===== src/rtl/ecl_params.svh =====
// Constants of the start-up configuration loader: word addresses, offsets, bit positions.
`ifndef ECL_PARAMS_SVH
`define ECL_PARAMS_SVH

// ----------------------------------------------------------------------------
// Start-up memory word addresses.
// ----------------------------------------------------------------------------
`define ECL_EE_SLOT3 8'h66
`define ECL_EE_BUDGET0 8'h70
`define ECL_EE_BUDGET1 8'h72
`define ECL_EE_BUDGET2 8'h74
`define ECL_EE_BUDGET3 8'h76
`define ECL_EE_PM0 8'h80
`define ECL_EE_PM1 8'h82
`define ECL_WORD_LAST 3'h6

// ----------------------------------------------------------------------------
// Word slots in the load sequence.
// ----------------------------------------------------------------------------
`define ECL_IDX_SLOT3 3'h0
`define ECL_IDX_BUDGET0 3'h1
`define ECL_IDX_BUDGET3 3'h4
`define ECL_IDX_PM0 3'h5
`define ECL_IDX_PM1 3'h6

// ----------------------------------------------------------------------------
// Configuration offsets of each port.
// ----------------------------------------------------------------------------
`define ECL_OFF_PMCAP 12'h040
`define ECL_OFF_VGA 12'h070
`define ECL_OFF_PMCTL 12'h074
`define ECL_OFF_VCR5 12'h088
`define ECL_OFF_SLOT 12'h0C0
`define ECL_OFF_PNUM 12'h0CC
`define ECL_OFF_CLK 12'h0D0
`define ECL_OFF_LPVC 12'h144
`define ECL_OFF_TCMAP 12'h154
`define ECL_OFF_BUDGET 12'h214
`define ECL_OFF_ALLOC 12'h218

// ----------------------------------------------------------------------------
// Field positions inside the 32-bit registers.
// ----------------------------------------------------------------------------
`define ECL_B_SLOT 24
`define ECL_B_CLK 28
`define ECL_B_DSI 21
`define ECL_B_LPVC 4
`define ECL_B_PNUM 24
`define ECL_B_TCMAP 1
`define ECL_B_BASE 0
`define ECL_B_SCALE 8
`define ECL_B_PMST 13
`define ECL_B_ALLOC 0
`define ECL_B_PMCTL 8
`define ECL_B_RXPOL 14
`define ECL_B_VGA 31
`define ECL_B_VCR5 24

`endif


===== src/rtl/ecl_pkg.sv =====
// Types shared by the start-up configuration loader.
package ecl_pkg;
    typedef enum logic [0:0] {FETCH_REQ, FETCH_DONE} ecl_fetch_state_t;
    typedef logic [1:0] ecl_port_t;
endpackage


===== src/rtl/ecl_apb.sv =====
// APB slave handshake with one wait state, held off until loading ends.
`timescale 1ns/1ps
module ecl_apb (
    // Clock and reset.
    input wire logic pclk,
    input wire logic presetn,
    // APB request.
    input wire logic psel,
    input wire logic penable,
    input wire logic pwrite,
    // APB answer.
    output logic pready,
    output logic [31:0] prdata,
    output logic pslverr,
    // Register file side.
    input wire logic load_done,
    input wire logic hit,
    input wire logic [31:0] rd_data,
    output logic wr_en
);
    always_ff @(posedge pclk or negedge presetn) begin
        if (!presetn) begin
            pready <= 1'b0;
            prdata <= 32'h0000_0000;
            pslverr <= 1'b0;
        end else if (psel && penable && load_done && !pready) begin
            pready <= 1'b1;
            prdata <= (hit && !pwrite) ? rd_data : 32'h0000_0000;
            pslverr <= !hit;
        end else begin
            pready <= 1'b0;
            pslverr <= 1'b0;
        end
    end

    assign wr_en = psel && penable && pready && pwrite && !pslverr;
endmodule


===== src/rtl/ecl_fetch.sv =====
// Sequencer that reads the start-up words one after another.
`timescale 1ns/1ps
`include "ecl_params.svh"
module ecl_fetch (
    // Clock and reset.
    input wire logic pclk,
    input wire logic presetn,
    // Start-up memory word port.
    output logic ee_req,
    output logic [7:0] ee_addr,
    input wire logic ee_ack,
    input wire logic [15:0] ee_rdata,
    // Delivered words.
    output logic word_valid,
    output logic [2:0] word_idx,
    output logic [15:0] word,
    output logic load_done
);
    ecl_pkg::ecl_fetch_state_t state;
    logic [2:0] idx;

    // ------------------------------------------------------------------------
    // Address of each word in the sequence.
    // ------------------------------------------------------------------------
    function automatic logic [7:0] addr_of(input logic [2:0] i);
        logic [7:0] a;
        a = `ECL_EE_SLOT3;
        unique case (i)
            3'h0: a = `ECL_EE_SLOT3;
            3'h1: a = `ECL_EE_BUDGET0;
            3'h2: a = `ECL_EE_BUDGET1;
            3'h3: a = `ECL_EE_BUDGET2;
            3'h4: a = `ECL_EE_BUDGET3;
            3'h5: a = `ECL_EE_PM0;
            default: a = `ECL_EE_PM1;
        endcase
        return a;
    endfunction

    assign ee_req = (state == ecl_pkg::FETCH_REQ);

    always_ff @(posedge pclk or negedge presetn) begin
        if (!presetn) begin
            state <= ecl_pkg::FETCH_REQ;
            idx <= 3'h0;
            ee_addr <= `ECL_EE_SLOT3;
        end else if (state == ecl_pkg::FETCH_REQ && ee_ack) begin
            if (idx == `ECL_WORD_LAST) begin
                state <= ecl_pkg::FETCH_DONE;
            end else begin
                idx <= idx + 3'h1;
                ee_addr <= addr_of(idx + 3'h1);
            end
        end
    end

    always_ff @(posedge pclk or negedge presetn) begin
        if (!presetn) begin
            word_valid <= 1'b0;
            word_idx <= 3'h0;
            word <= 16'h0000;
            load_done <= 1'b0;
        end else begin
            word_valid <= ee_req && ee_ack;
            if (ee_req && ee_ack) begin
                word_idx <= idx;
                word <= ee_rdata;
            end
            load_done <= (state == ecl_pkg::FETCH_DONE) && !word_valid;
        end
    end
endmodule


===== src/rtl/ecl_loader.sv =====
// Start-up loader that scatters configuration words into per-port register fields.
//
// What this block does
// - Word 66h bit 0 sets port 3 offset C0h bit 24, slot implemented.
// - Slot word bit 1 sets port 3 offset D0h bit 28, reference clock from the connector.
// - Slot word bit 2 sets port 3 offset 40h bit 21, device-specific initialization required.
// - Slot word bit 3 sets port 3 offset 144h bit 4, VC1 counted as low-priority.
// - Slot word bits 6:4 set port 3 offset CCh bits 26:24, the logical port number.
// - Slot word bits 15:9 set port 3 offset 154h bits 7:1, traffic classes mapped to VC0.
// - Power budget words for ports 0 to 3 come from 70h, 72h, 74h and 76h with one layout.
// - Budget bits 7:0 go to 214h bits 7:0 and bits 9:8 to 214h bits 9:8.
// - Budget bits 11:10 go to 214h bits 14:13 and bit 15 to 218h bit 0.
// - Word 80h bits 5:0 go to port 0 offset 74h bits 13:8.
// - Power-management word bit 6 goes to 74h bit 14, receiver polarity disabled.
// - Power-management word bit 7 goes to 70h bit 31, VGA decode enabled.
// - Power-management word bits 15:8 go to 88h bits 31:24 of vendor_control_reg5.
// - Word 82h fills the port 1 registers with the port 0 layout.
`timescale 1ns/1ps
`include "ecl_params.svh"
module ecl_loader (
    // Clock and reset.
    input wire logic pclk,
    input wire logic presetn,
    // APB register bus; paddr[13:12] selects the port.
    input wire logic psel,
    input wire logic penable,
    input wire logic pwrite,
    input wire logic [13:0] paddr,
    input wire logic [31:0] pwdata,
    input wire logic [3:0] pstrb,
    output logic pready,
    output logic [31:0] prdata,
    output logic pslverr,
    // Start-up memory word port.
    output logic ee_req,
    output logic [7:0] ee_addr,
    input wire logic ee_ack,
    input wire logic [15:0] ee_rdata,
    // Loader status.
    output logic load_done,
    // Slot fields, one entry per port.
    output logic [3:0] slot_impl,
    output logic [3:0] conn_clk,
    output logic [3:0] dev_init,
    output logic [3:0] lpvc_vc1,
    output logic [3:0][2:0] port_num,
    output logic [3:0][6:0] tc_map,
    // Power budget fields, one entry per port.
    output logic [3:0][7:0] base_power,
    output logic [3:0][1:0] data_scale,
    output logic [3:0][1:0] pm_state,
    output logic [3:0] sys_alloc,
    // Power-management fields, one entry per port.
    output logic [3:0][5:0] pm_ctl,
    output logic [3:0] rx_pol_dis,
    output logic [3:0] vga_en,
    output logic [3:0][7:0] vendor_control_reg5
);
    logic word_valid;
    logic [2:0] word_idx;
    logic [15:0] word;
    logic wr_en;
    logic hit;
    logic [31:0] rd_data;
    ecl_pkg::ecl_port_t wport;
    logic [11:0] woff;

    assign wport = paddr[13:12];
    assign woff = paddr[11:0];

    // ------------------------------------------------------------------------
    // Word fetch and bus handshake.
    // ------------------------------------------------------------------------
    ecl_fetch u_fetch (
        .pclk(pclk),
        .presetn(presetn),
        .ee_req(ee_req),
        .ee_addr(ee_addr),
        .ee_ack(ee_ack),
        .ee_rdata(ee_rdata),
        .word_valid(word_valid),
        .word_idx(word_idx),
        .word(word),
        .load_done(load_done)
    );

    ecl_apb u_apb (
        .pclk(pclk),
        .presetn(presetn),
        .psel(psel),
        .penable(penable),
        .pwrite(pwrite),
        .pready(pready),
        .prdata(prdata),
        .pslverr(pslverr),
        .load_done(load_done),
        .hit(hit),
        .rd_data(rd_data),
        .wr_en(wr_en)
    );

    // ------------------------------------------------------------------------
    // Write qualifier for one register and byte lane.
    // ------------------------------------------------------------------------
    function automatic logic wr_at(input logic en, input logic [11:0] off, input logic [11:0] reg_off,
                                   input logic [3:0] strb, input int lane);
        return en && (off == reg_off) && strb[lane];
    endfunction

    // ------------------------------------------------------------------------
    // Slot word, loaded into port 3 only.
    // ------------------------------------------------------------------------
    always_ff @(posedge pclk or negedge presetn) begin
        if (!presetn) begin
            slot_impl <= 4'h0;
            conn_clk <= 4'h0;
            dev_init <= 4'h0;
            lpvc_vc1 <= 4'h0;
            port_num <= '0;
            tc_map <= '0;
        end else if (word_valid && word_idx == `ECL_IDX_SLOT3) begin
            slot_impl[3] <= word[0];
            conn_clk[3] <= word[1];
            dev_init[3] <= word[2];
            lpvc_vc1[3] <= word[3];
            port_num[3] <= word[6:4];
            tc_map[3] <= word[15:9];
        end else begin
            if (wr_at(wr_en, woff, `ECL_OFF_SLOT, pstrb, 3)) slot_impl[wport] <= pwdata[`ECL_B_SLOT];
            if (wr_at(wr_en, woff, `ECL_OFF_CLK, pstrb, 3)) conn_clk[wport] <= pwdata[`ECL_B_CLK];
            if (wr_at(wr_en, woff, `ECL_OFF_PMCAP, pstrb, 2)) dev_init[wport] <= pwdata[`ECL_B_DSI];
            if (wr_at(wr_en, woff, `ECL_OFF_LPVC, pstrb, 0)) lpvc_vc1[wport] <= pwdata[`ECL_B_LPVC];
            if (wr_at(wr_en, woff, `ECL_OFF_PNUM, pstrb, 3)) port_num[wport] <= pwdata[`ECL_B_PNUM +: 3];
            if (wr_at(wr_en, woff, `ECL_OFF_TCMAP, pstrb, 0)) tc_map[wport] <= pwdata[`ECL_B_TCMAP +: 7];
        end
    end

    // ------------------------------------------------------------------------
    // Power budget words, one per port.
    // ------------------------------------------------------------------------
    always_ff @(posedge pclk or negedge presetn) begin
        if (!presetn) begin
            base_power <= '0;
            data_scale <= '0;
            pm_state <= '0;
            sys_alloc <= 4'h0;
        end else if (word_valid && word_idx >= `ECL_IDX_BUDGET0 && word_idx <= `ECL_IDX_BUDGET3) begin
            base_power[2'(word_idx - `ECL_IDX_BUDGET0)] <= word[7:0];
            data_scale[2'(word_idx - `ECL_IDX_BUDGET0)] <= word[9:8];
            pm_state[2'(word_idx - `ECL_IDX_BUDGET0)] <= word[11:10];
            sys_alloc[2'(word_idx - `ECL_IDX_BUDGET0)] <= word[15];
        end else begin
            if (wr_at(wr_en, woff, `ECL_OFF_BUDGET, pstrb, 0)) base_power[wport] <= pwdata[`ECL_B_BASE +: 8];
            if (wr_at(wr_en, woff, `ECL_OFF_BUDGET, pstrb, 1)) begin
                data_scale[wport] <= pwdata[`ECL_B_SCALE +: 2];
                pm_state[wport] <= pwdata[`ECL_B_PMST +: 2];
            end
            if (wr_at(wr_en, woff, `ECL_OFF_ALLOC, pstrb, 0)) sys_alloc[wport] <= pwdata[`ECL_B_ALLOC];
        end
    end

    // ------------------------------------------------------------------------
    // Power-management words for ports 0 and 1.
    // ------------------------------------------------------------------------
    always_ff @(posedge pclk or negedge presetn) begin
        if (!presetn) begin
            pm_ctl <= '0;
            rx_pol_dis <= 4'h0;
            vga_en <= 4'h0;
            vendor_control_reg5 <= '0;
        end else if (word_valid && (word_idx == `ECL_IDX_PM0 || word_idx == `ECL_IDX_PM1)) begin
            pm_ctl[{1'b0, word_idx == `ECL_IDX_PM1}] <= word[5:0];
            rx_pol_dis[{1'b0, word_idx == `ECL_IDX_PM1}] <= word[6];
            vga_en[{1'b0, word_idx == `ECL_IDX_PM1}] <= word[7];
            vendor_control_reg5[{1'b0, word_idx == `ECL_IDX_PM1}] <= word[15:8];
        end else begin
            if (wr_at(wr_en, woff, `ECL_OFF_PMCTL, pstrb, 1)) begin
                pm_ctl[wport] <= pwdata[`ECL_B_PMCTL +: 6];
                rx_pol_dis[wport] <= pwdata[`ECL_B_RXPOL];
            end
            if (wr_at(wr_en, woff, `ECL_OFF_VGA, pstrb, 3)) vga_en[wport] <= pwdata[`ECL_B_VGA];
            if (wr_at(wr_en, woff, `ECL_OFF_VCR5, pstrb, 3)) vendor_control_reg5[wport] <= pwdata[`ECL_B_VCR5 +: 8];
        end
    end

    // ------------------------------------------------------------------------
    // Read decode; bits outside the fields read as zero.
    // ------------------------------------------------------------------------
    always_comb begin
        rd_data = 32'h0000_0000;
        hit = 1'b1;
        unique case (woff)
            `ECL_OFF_SLOT: rd_data[`ECL_B_SLOT] = slot_impl[wport];
            `ECL_OFF_CLK: rd_data[`ECL_B_CLK] = conn_clk[wport];
            `ECL_OFF_PMCAP: rd_data[`ECL_B_DSI] = dev_init[wport];
            `ECL_OFF_LPVC: rd_data[`ECL_B_LPVC] = lpvc_vc1[wport];
            `ECL_OFF_PNUM: rd_data[`ECL_B_PNUM +: 3] = port_num[wport];
            `ECL_OFF_TCMAP: rd_data[`ECL_B_TCMAP +: 7] = tc_map[wport];
            `ECL_OFF_BUDGET: begin
                rd_data[`ECL_B_BASE +: 8] = base_power[wport];
                rd_data[`ECL_B_SCALE +: 2] = data_scale[wport];
                rd_data[`ECL_B_PMST +: 2] = pm_state[wport];
            end
            `ECL_OFF_ALLOC: rd_data[`ECL_B_ALLOC] = sys_alloc[wport];
            `ECL_OFF_PMCTL: begin
                rd_data[`ECL_B_PMCTL +: 6] = pm_ctl[wport];
                rd_data[`ECL_B_RXPOL] = rx_pol_dis[wport];
            end
            `ECL_OFF_VGA: rd_data[`ECL_B_VGA] = vga_en[wport];
            `ECL_OFF_VCR5: rd_data[`ECL_B_VCR5 +: 8] = vendor_control_reg5[wport];
            default: hit = 1'b0;
        endcase
    end

    // ------------------------------------------------------------------------
    // Checks and coverage.
    // ------------------------------------------------------------------------
    logic load_q;
    logic [2:0] idx_q;
    logic [15:0] word_q;

    always_ff @(posedge pclk or negedge presetn) begin
        if (!presetn) begin
            load_q <= 1'b0;
            idx_q <= 3'h0;
            word_q <= 16'h0000;
        end else begin
            load_q <= word_valid;
            idx_q <= word_idx;
            word_q <= word;
        end
    end
endmodule


===== config.mk =====
export PLATFORM = sky130hd
export DESIGN_NAME = ecl_loader
export DESIGN_NICKNAME = d
export VERILOG_FILES = /design/src/rtl/ecl_pkg.sv /design/src/rtl/ecl_apb.sv /design/src/rtl/ecl_fetch.sv /design/src/rtl/ecl_loader.sv
export VERILOG_INCLUDE_DIRS = /design/src /design/src/rtl
export SDC_FILE = /design/constraint.sdc
export NUM_CORES = 1
export LEC_CHECK = 0
export ABC_AREA = 1
export BUFFER_PORTS_ARGS = -buffer_cell sky130_fd_sc_hd__buf_4
export CAP_MARGIN = 20
export CORE_UTILIZATION = 42
export CTS_BUF_LIST = sky130_fd_sc_hd__clkbuf_4 sky130_fd_sc_hd__clkbuf_8 sky130_fd_sc_hd__clkbuf_16
export CTS_CLUSTER_SIZE = 20
export DETAILED_ROUTE_END_ITERATION = 10
export PLACE_DENSITY = 0.65
export SLEW_MARGIN = 20
export SYNTH_ARGS = -nofsm -noshare
export SYNTH_HDL_FRONTEND = slang
export SYNTH_SLANG_ARGS = --single-unit

===== constraint.sdc =====
create_clock -name pclk -period 4.1 [get_ports pclk]
set_input_delay 0.205 -clock pclk [delete_from_list [all_inputs] [get_ports pclk]]
set_output_delay 0.205 -clock pclk [all_outputs]
set_load 0.02 [all_outputs]

==> run metrics <==
run status finished clean; number of iterations in the first detailed-routing pass 7; multi-input logic area 5185 um^2; register area 5709 um^2; CP Depth 9; slew at the pin closest to its max-slew limit 0.9813 ns; Max Fclk about 0.38 GHz; PwrDens around 340 nW/um^2; Worst Path Required 4.49 ns; Critical path origin u_fetch.word_idx[1]$_DFFE_PN0P_; Post-Place Worst Slack 1.550 ns; Post-Synthesis Cell Area 11650 um^2; Setup CP Type reg2reg; Final WS setup 1.485 ns; Pint 0.003848 W; delay-heaviest family, CP simple AND/OR/NAND/NOR gates; DR DRC count 0; unrepaired setup endpoints after global routing false; FILL cells roughly 2600; Die ar. 28410 um^2; CP startpoint kind register; Crit. End Element register; root buffer cell clkbuf_16; DR WL met3 4340 um; CTS sink cnt 228; via/cell ratio 5.420; Mapped Cells between 1500 and 2000; area leader, netlist dfrtp_1; post-CTS sizing 0; n_diodes 0; via count ~12000; setup TNS 0 ns; initial antenna violation count 1; M1 WL 19290 um; clock latency on the worst-skew pair 0.54 ns; leak pwr 7.603 nW; 1st-iter DRT viols 1313; WP data arrival 3.01 ns; dpl hpwl 32040 um; hold buffer count at cts 31; H-tree Lvls 1; slowest CP cell nand2_1; number of port buffers 269; Worst path most repeated cell nand2_1; Post-synth EDFFs 0; Cells after DPL 2120; CP max stage delay 0.42 ns; GR Overflow Total 0; synth top area cells dfrtp_1, nand2_1, o21ai_0; Worst slew margin 0.3414; count of pins over their slew limit 0; Syn. warnings 0; Finish-stage setup viols 0; Initial Util 0.4300; Max Cap Viol 0; post-layout util 0.5584; global placer's final weighted congestion 0.9081; Critical Path, Cell by Cell nor2_1 -> nand2_1 -> nand3_2 -> buf_4 -> inv_1 -> nand2_1 -> nand2_1 -> nand2_1 -> o21ai_0; Final Hold Viols 0; Register-to-Register Path Depth 9; vias in the first global route 11080; Worst Clk Skew between 0.01 and 0.015 ns; Post-synth top flop dfrtp_1; largest net degree at the start of global routing 120; switching power 0.001322 W; total CTS buffers 26; sw frac 0.2557; fin crit share 0.6377; setup bufs post-CTS 0; Seq/Total Area, Yosys 0.4900; WL/cell 19.81 um; clock network power share 0.464; Tmin final roughly 2.6 ns; share of post-route cells with drive strength above 1 0.2014; Mapped Avg Cell Area 7.621 um^2; CTS tree done; CP Max Fanout 25; met2 wire length 17900 um; global-route wire length before repair 66670 um; floorplan row count 60; Die Wd ~170 um; Worst VDD drop 0.0002020 V; Routed WL 43570 um; Worst Hold Launch pwrite; Yosys reg bits between 200 and 250; Reg clk slew, reported paths 0.06 ns; Final Hold Slack 0.008991 ns; GR Util All Layers 0.3071; Die H about 170 um; Comb pwr share 0.089; Buf/Inv on CP 2; area share of the largest cell type after synthesis 0.4832; Worst Hold Class in2reg; Final #Nets 1886; area of the core 27100 um^2; area grow syn2layout 29.87%; r2r startpoint u_fetch.word_idx[1]$_DFFE_PN0P_; antenna-violating nets left 0; I/O Pins about 290; clk buf depth 3; share of power burned in registers 0.447; Final Non-Filler Cells 2199; Distinct cells, synth 43; uppermost layer routed met5; hold path cells 4; ys async rst share 1.000
[final timing paths]
check	endpoint	slack [ns]
max	base_power[23]$_DFFE_PN0P_	1.49
min	u_apb.prdata[24]$_DFFE_PN0P_	0.009
max reg2reg	base_power[23]$_DFFE_PN0P_	1.49
min reg2reg	u_fetch.ee_addr[2]$_DFFE_PN1P_	0.48
max in group asynchronous	u_fetch.ee_addr[6]$_DFFE_PN1P_	2.67
min in group asynchronous	u_apb.prdata[2]$_DFFE_PN0P_	0.33
[power groups by stage]
| stage | clock [W] | sequential [W] | combinational [W] |
|---|---|---|---|
| 3_3_place_gp | 0 | 0.00235 | 0.000428 |
| 3_5_place_dp | 0 | 0.00235 | 0.000430 |
| 2_1_floorplan | 0 | 0.00237 | 0.000177 |
| 5_1_grt | 0.00252 | 0.00231 | 0.000495 |
| 4_1_cts | 0.00243 | 0.00231 | 0.000455 |
| 6_report | 0.00240 | 0.00231 | 0.000460 |
[metrics by stage]
step | area, um^2 | total power, W
global placement | 13930 | 0.002776
finish | 15130 | 0.005169
CTS | 15130 | 0.005189
global route | 15130 | 0.005325
floorplan | 11690 | 0.002542
detailed placement | 13930 | 0.002779
[placed cells by master, fill, tap and decap left out, types with 7 or more instances in the layout]
master and n:
a21oi_1 54, a22oi_1 30, buf_4 280, clkbuf_16 26
clkinv_2 7, conb_1 10, dfrtp_1 225, dlygate4sd3_1 31
ha_1 7, inv_1 107, nand2_1 529, nand3_1 80
nand4_1 31, nor2_1 116, nor3_1 8, o211ai_1 9
o21a_1 10, o21ai_0 152, o21ai_1 26, o21ai_2 8
o22ai_1 14
[cells by family (layout without fill, tap and decap cells)]
group	Yosys count	count (layout)	share of synthesized area
other	1	10	0.0003218
AOI/OAI and AO/OA	318	318	0.1543
buffers and inverters	188	477	0.06947
adders and majority gates	7	7	0.007516
DFF	228	228	0.4900
and+or+nand+nor	786	786	0.2777
xor gates and xnor gates	1	1	0.0007518
[synth_stat cells, types with 3 or more instances]
library cell and n:
nor2_4 4, o211ai_1 9, o21ai_0 152, dfrtp_1 225
buf_6 3, a31oi_1 6, nand3_1 80, nor2_2 5
nand2_2 3, a21oi_1 54, nand2_4 3, ha_1 7
dfstp_2 3, inv_2 6, nand4_1 31, a211oi_1 3
nor3_1 8, a22oi_1 30, o21ai_1 26, clkinv_1 3
buf_1 3, o21a_1 10, buf_4 11, clkbuf_1 30
o22ai_1 14, nor2_1 119, o21ai_2 8, nand2_1 529
inv_1 107, buf_2 24
[worst min-delay path, cell delays in order]
cell and delay [ns]:
buf_4 0.09, nor2_1 0.08, nand3_1 0.09, nand2_1 0.05
[layout make-up]
class,count,area share
clock buffers,35,0.04994
clock inverters,13,0.008929
inverters,116,0.02877
multi-input cells,1122,0.3426
flip-flops and latches,228,0.3773
well taps,372,0.03076
repair buffers,313,0.1617
[sequential cells by signal, indices dropped and copies added, names as in the netlist, 3 cells and up]
name / count
tc_map: 28
u_fetch.idx: 3
rx_pol_dis: 4
vendor_control_reg5: 32
vga_en: 4
u_apb.prdata: 24
port_num: 12
sys_alloc: 4
base_power: 32
conn_clk: 4
u_fetch.word: 16
data_scale: 8
lpvc_vc1: 4
u_fetch.word_idx: 3
u_fetch.ee_addr: 5
slot_impl: 4
pm_state: 8
dev_init: 4
pm_ctl: 24
[per-layer routing]
layer  vias to the layer above  GRT usage
met5                         -          0
met4                         2     0.1356
met3                        92    0.06780
met2                       626     0.4339
met1                      5609     0.4487
li1                       5590          -
Power figures use the tool's default switching activity.
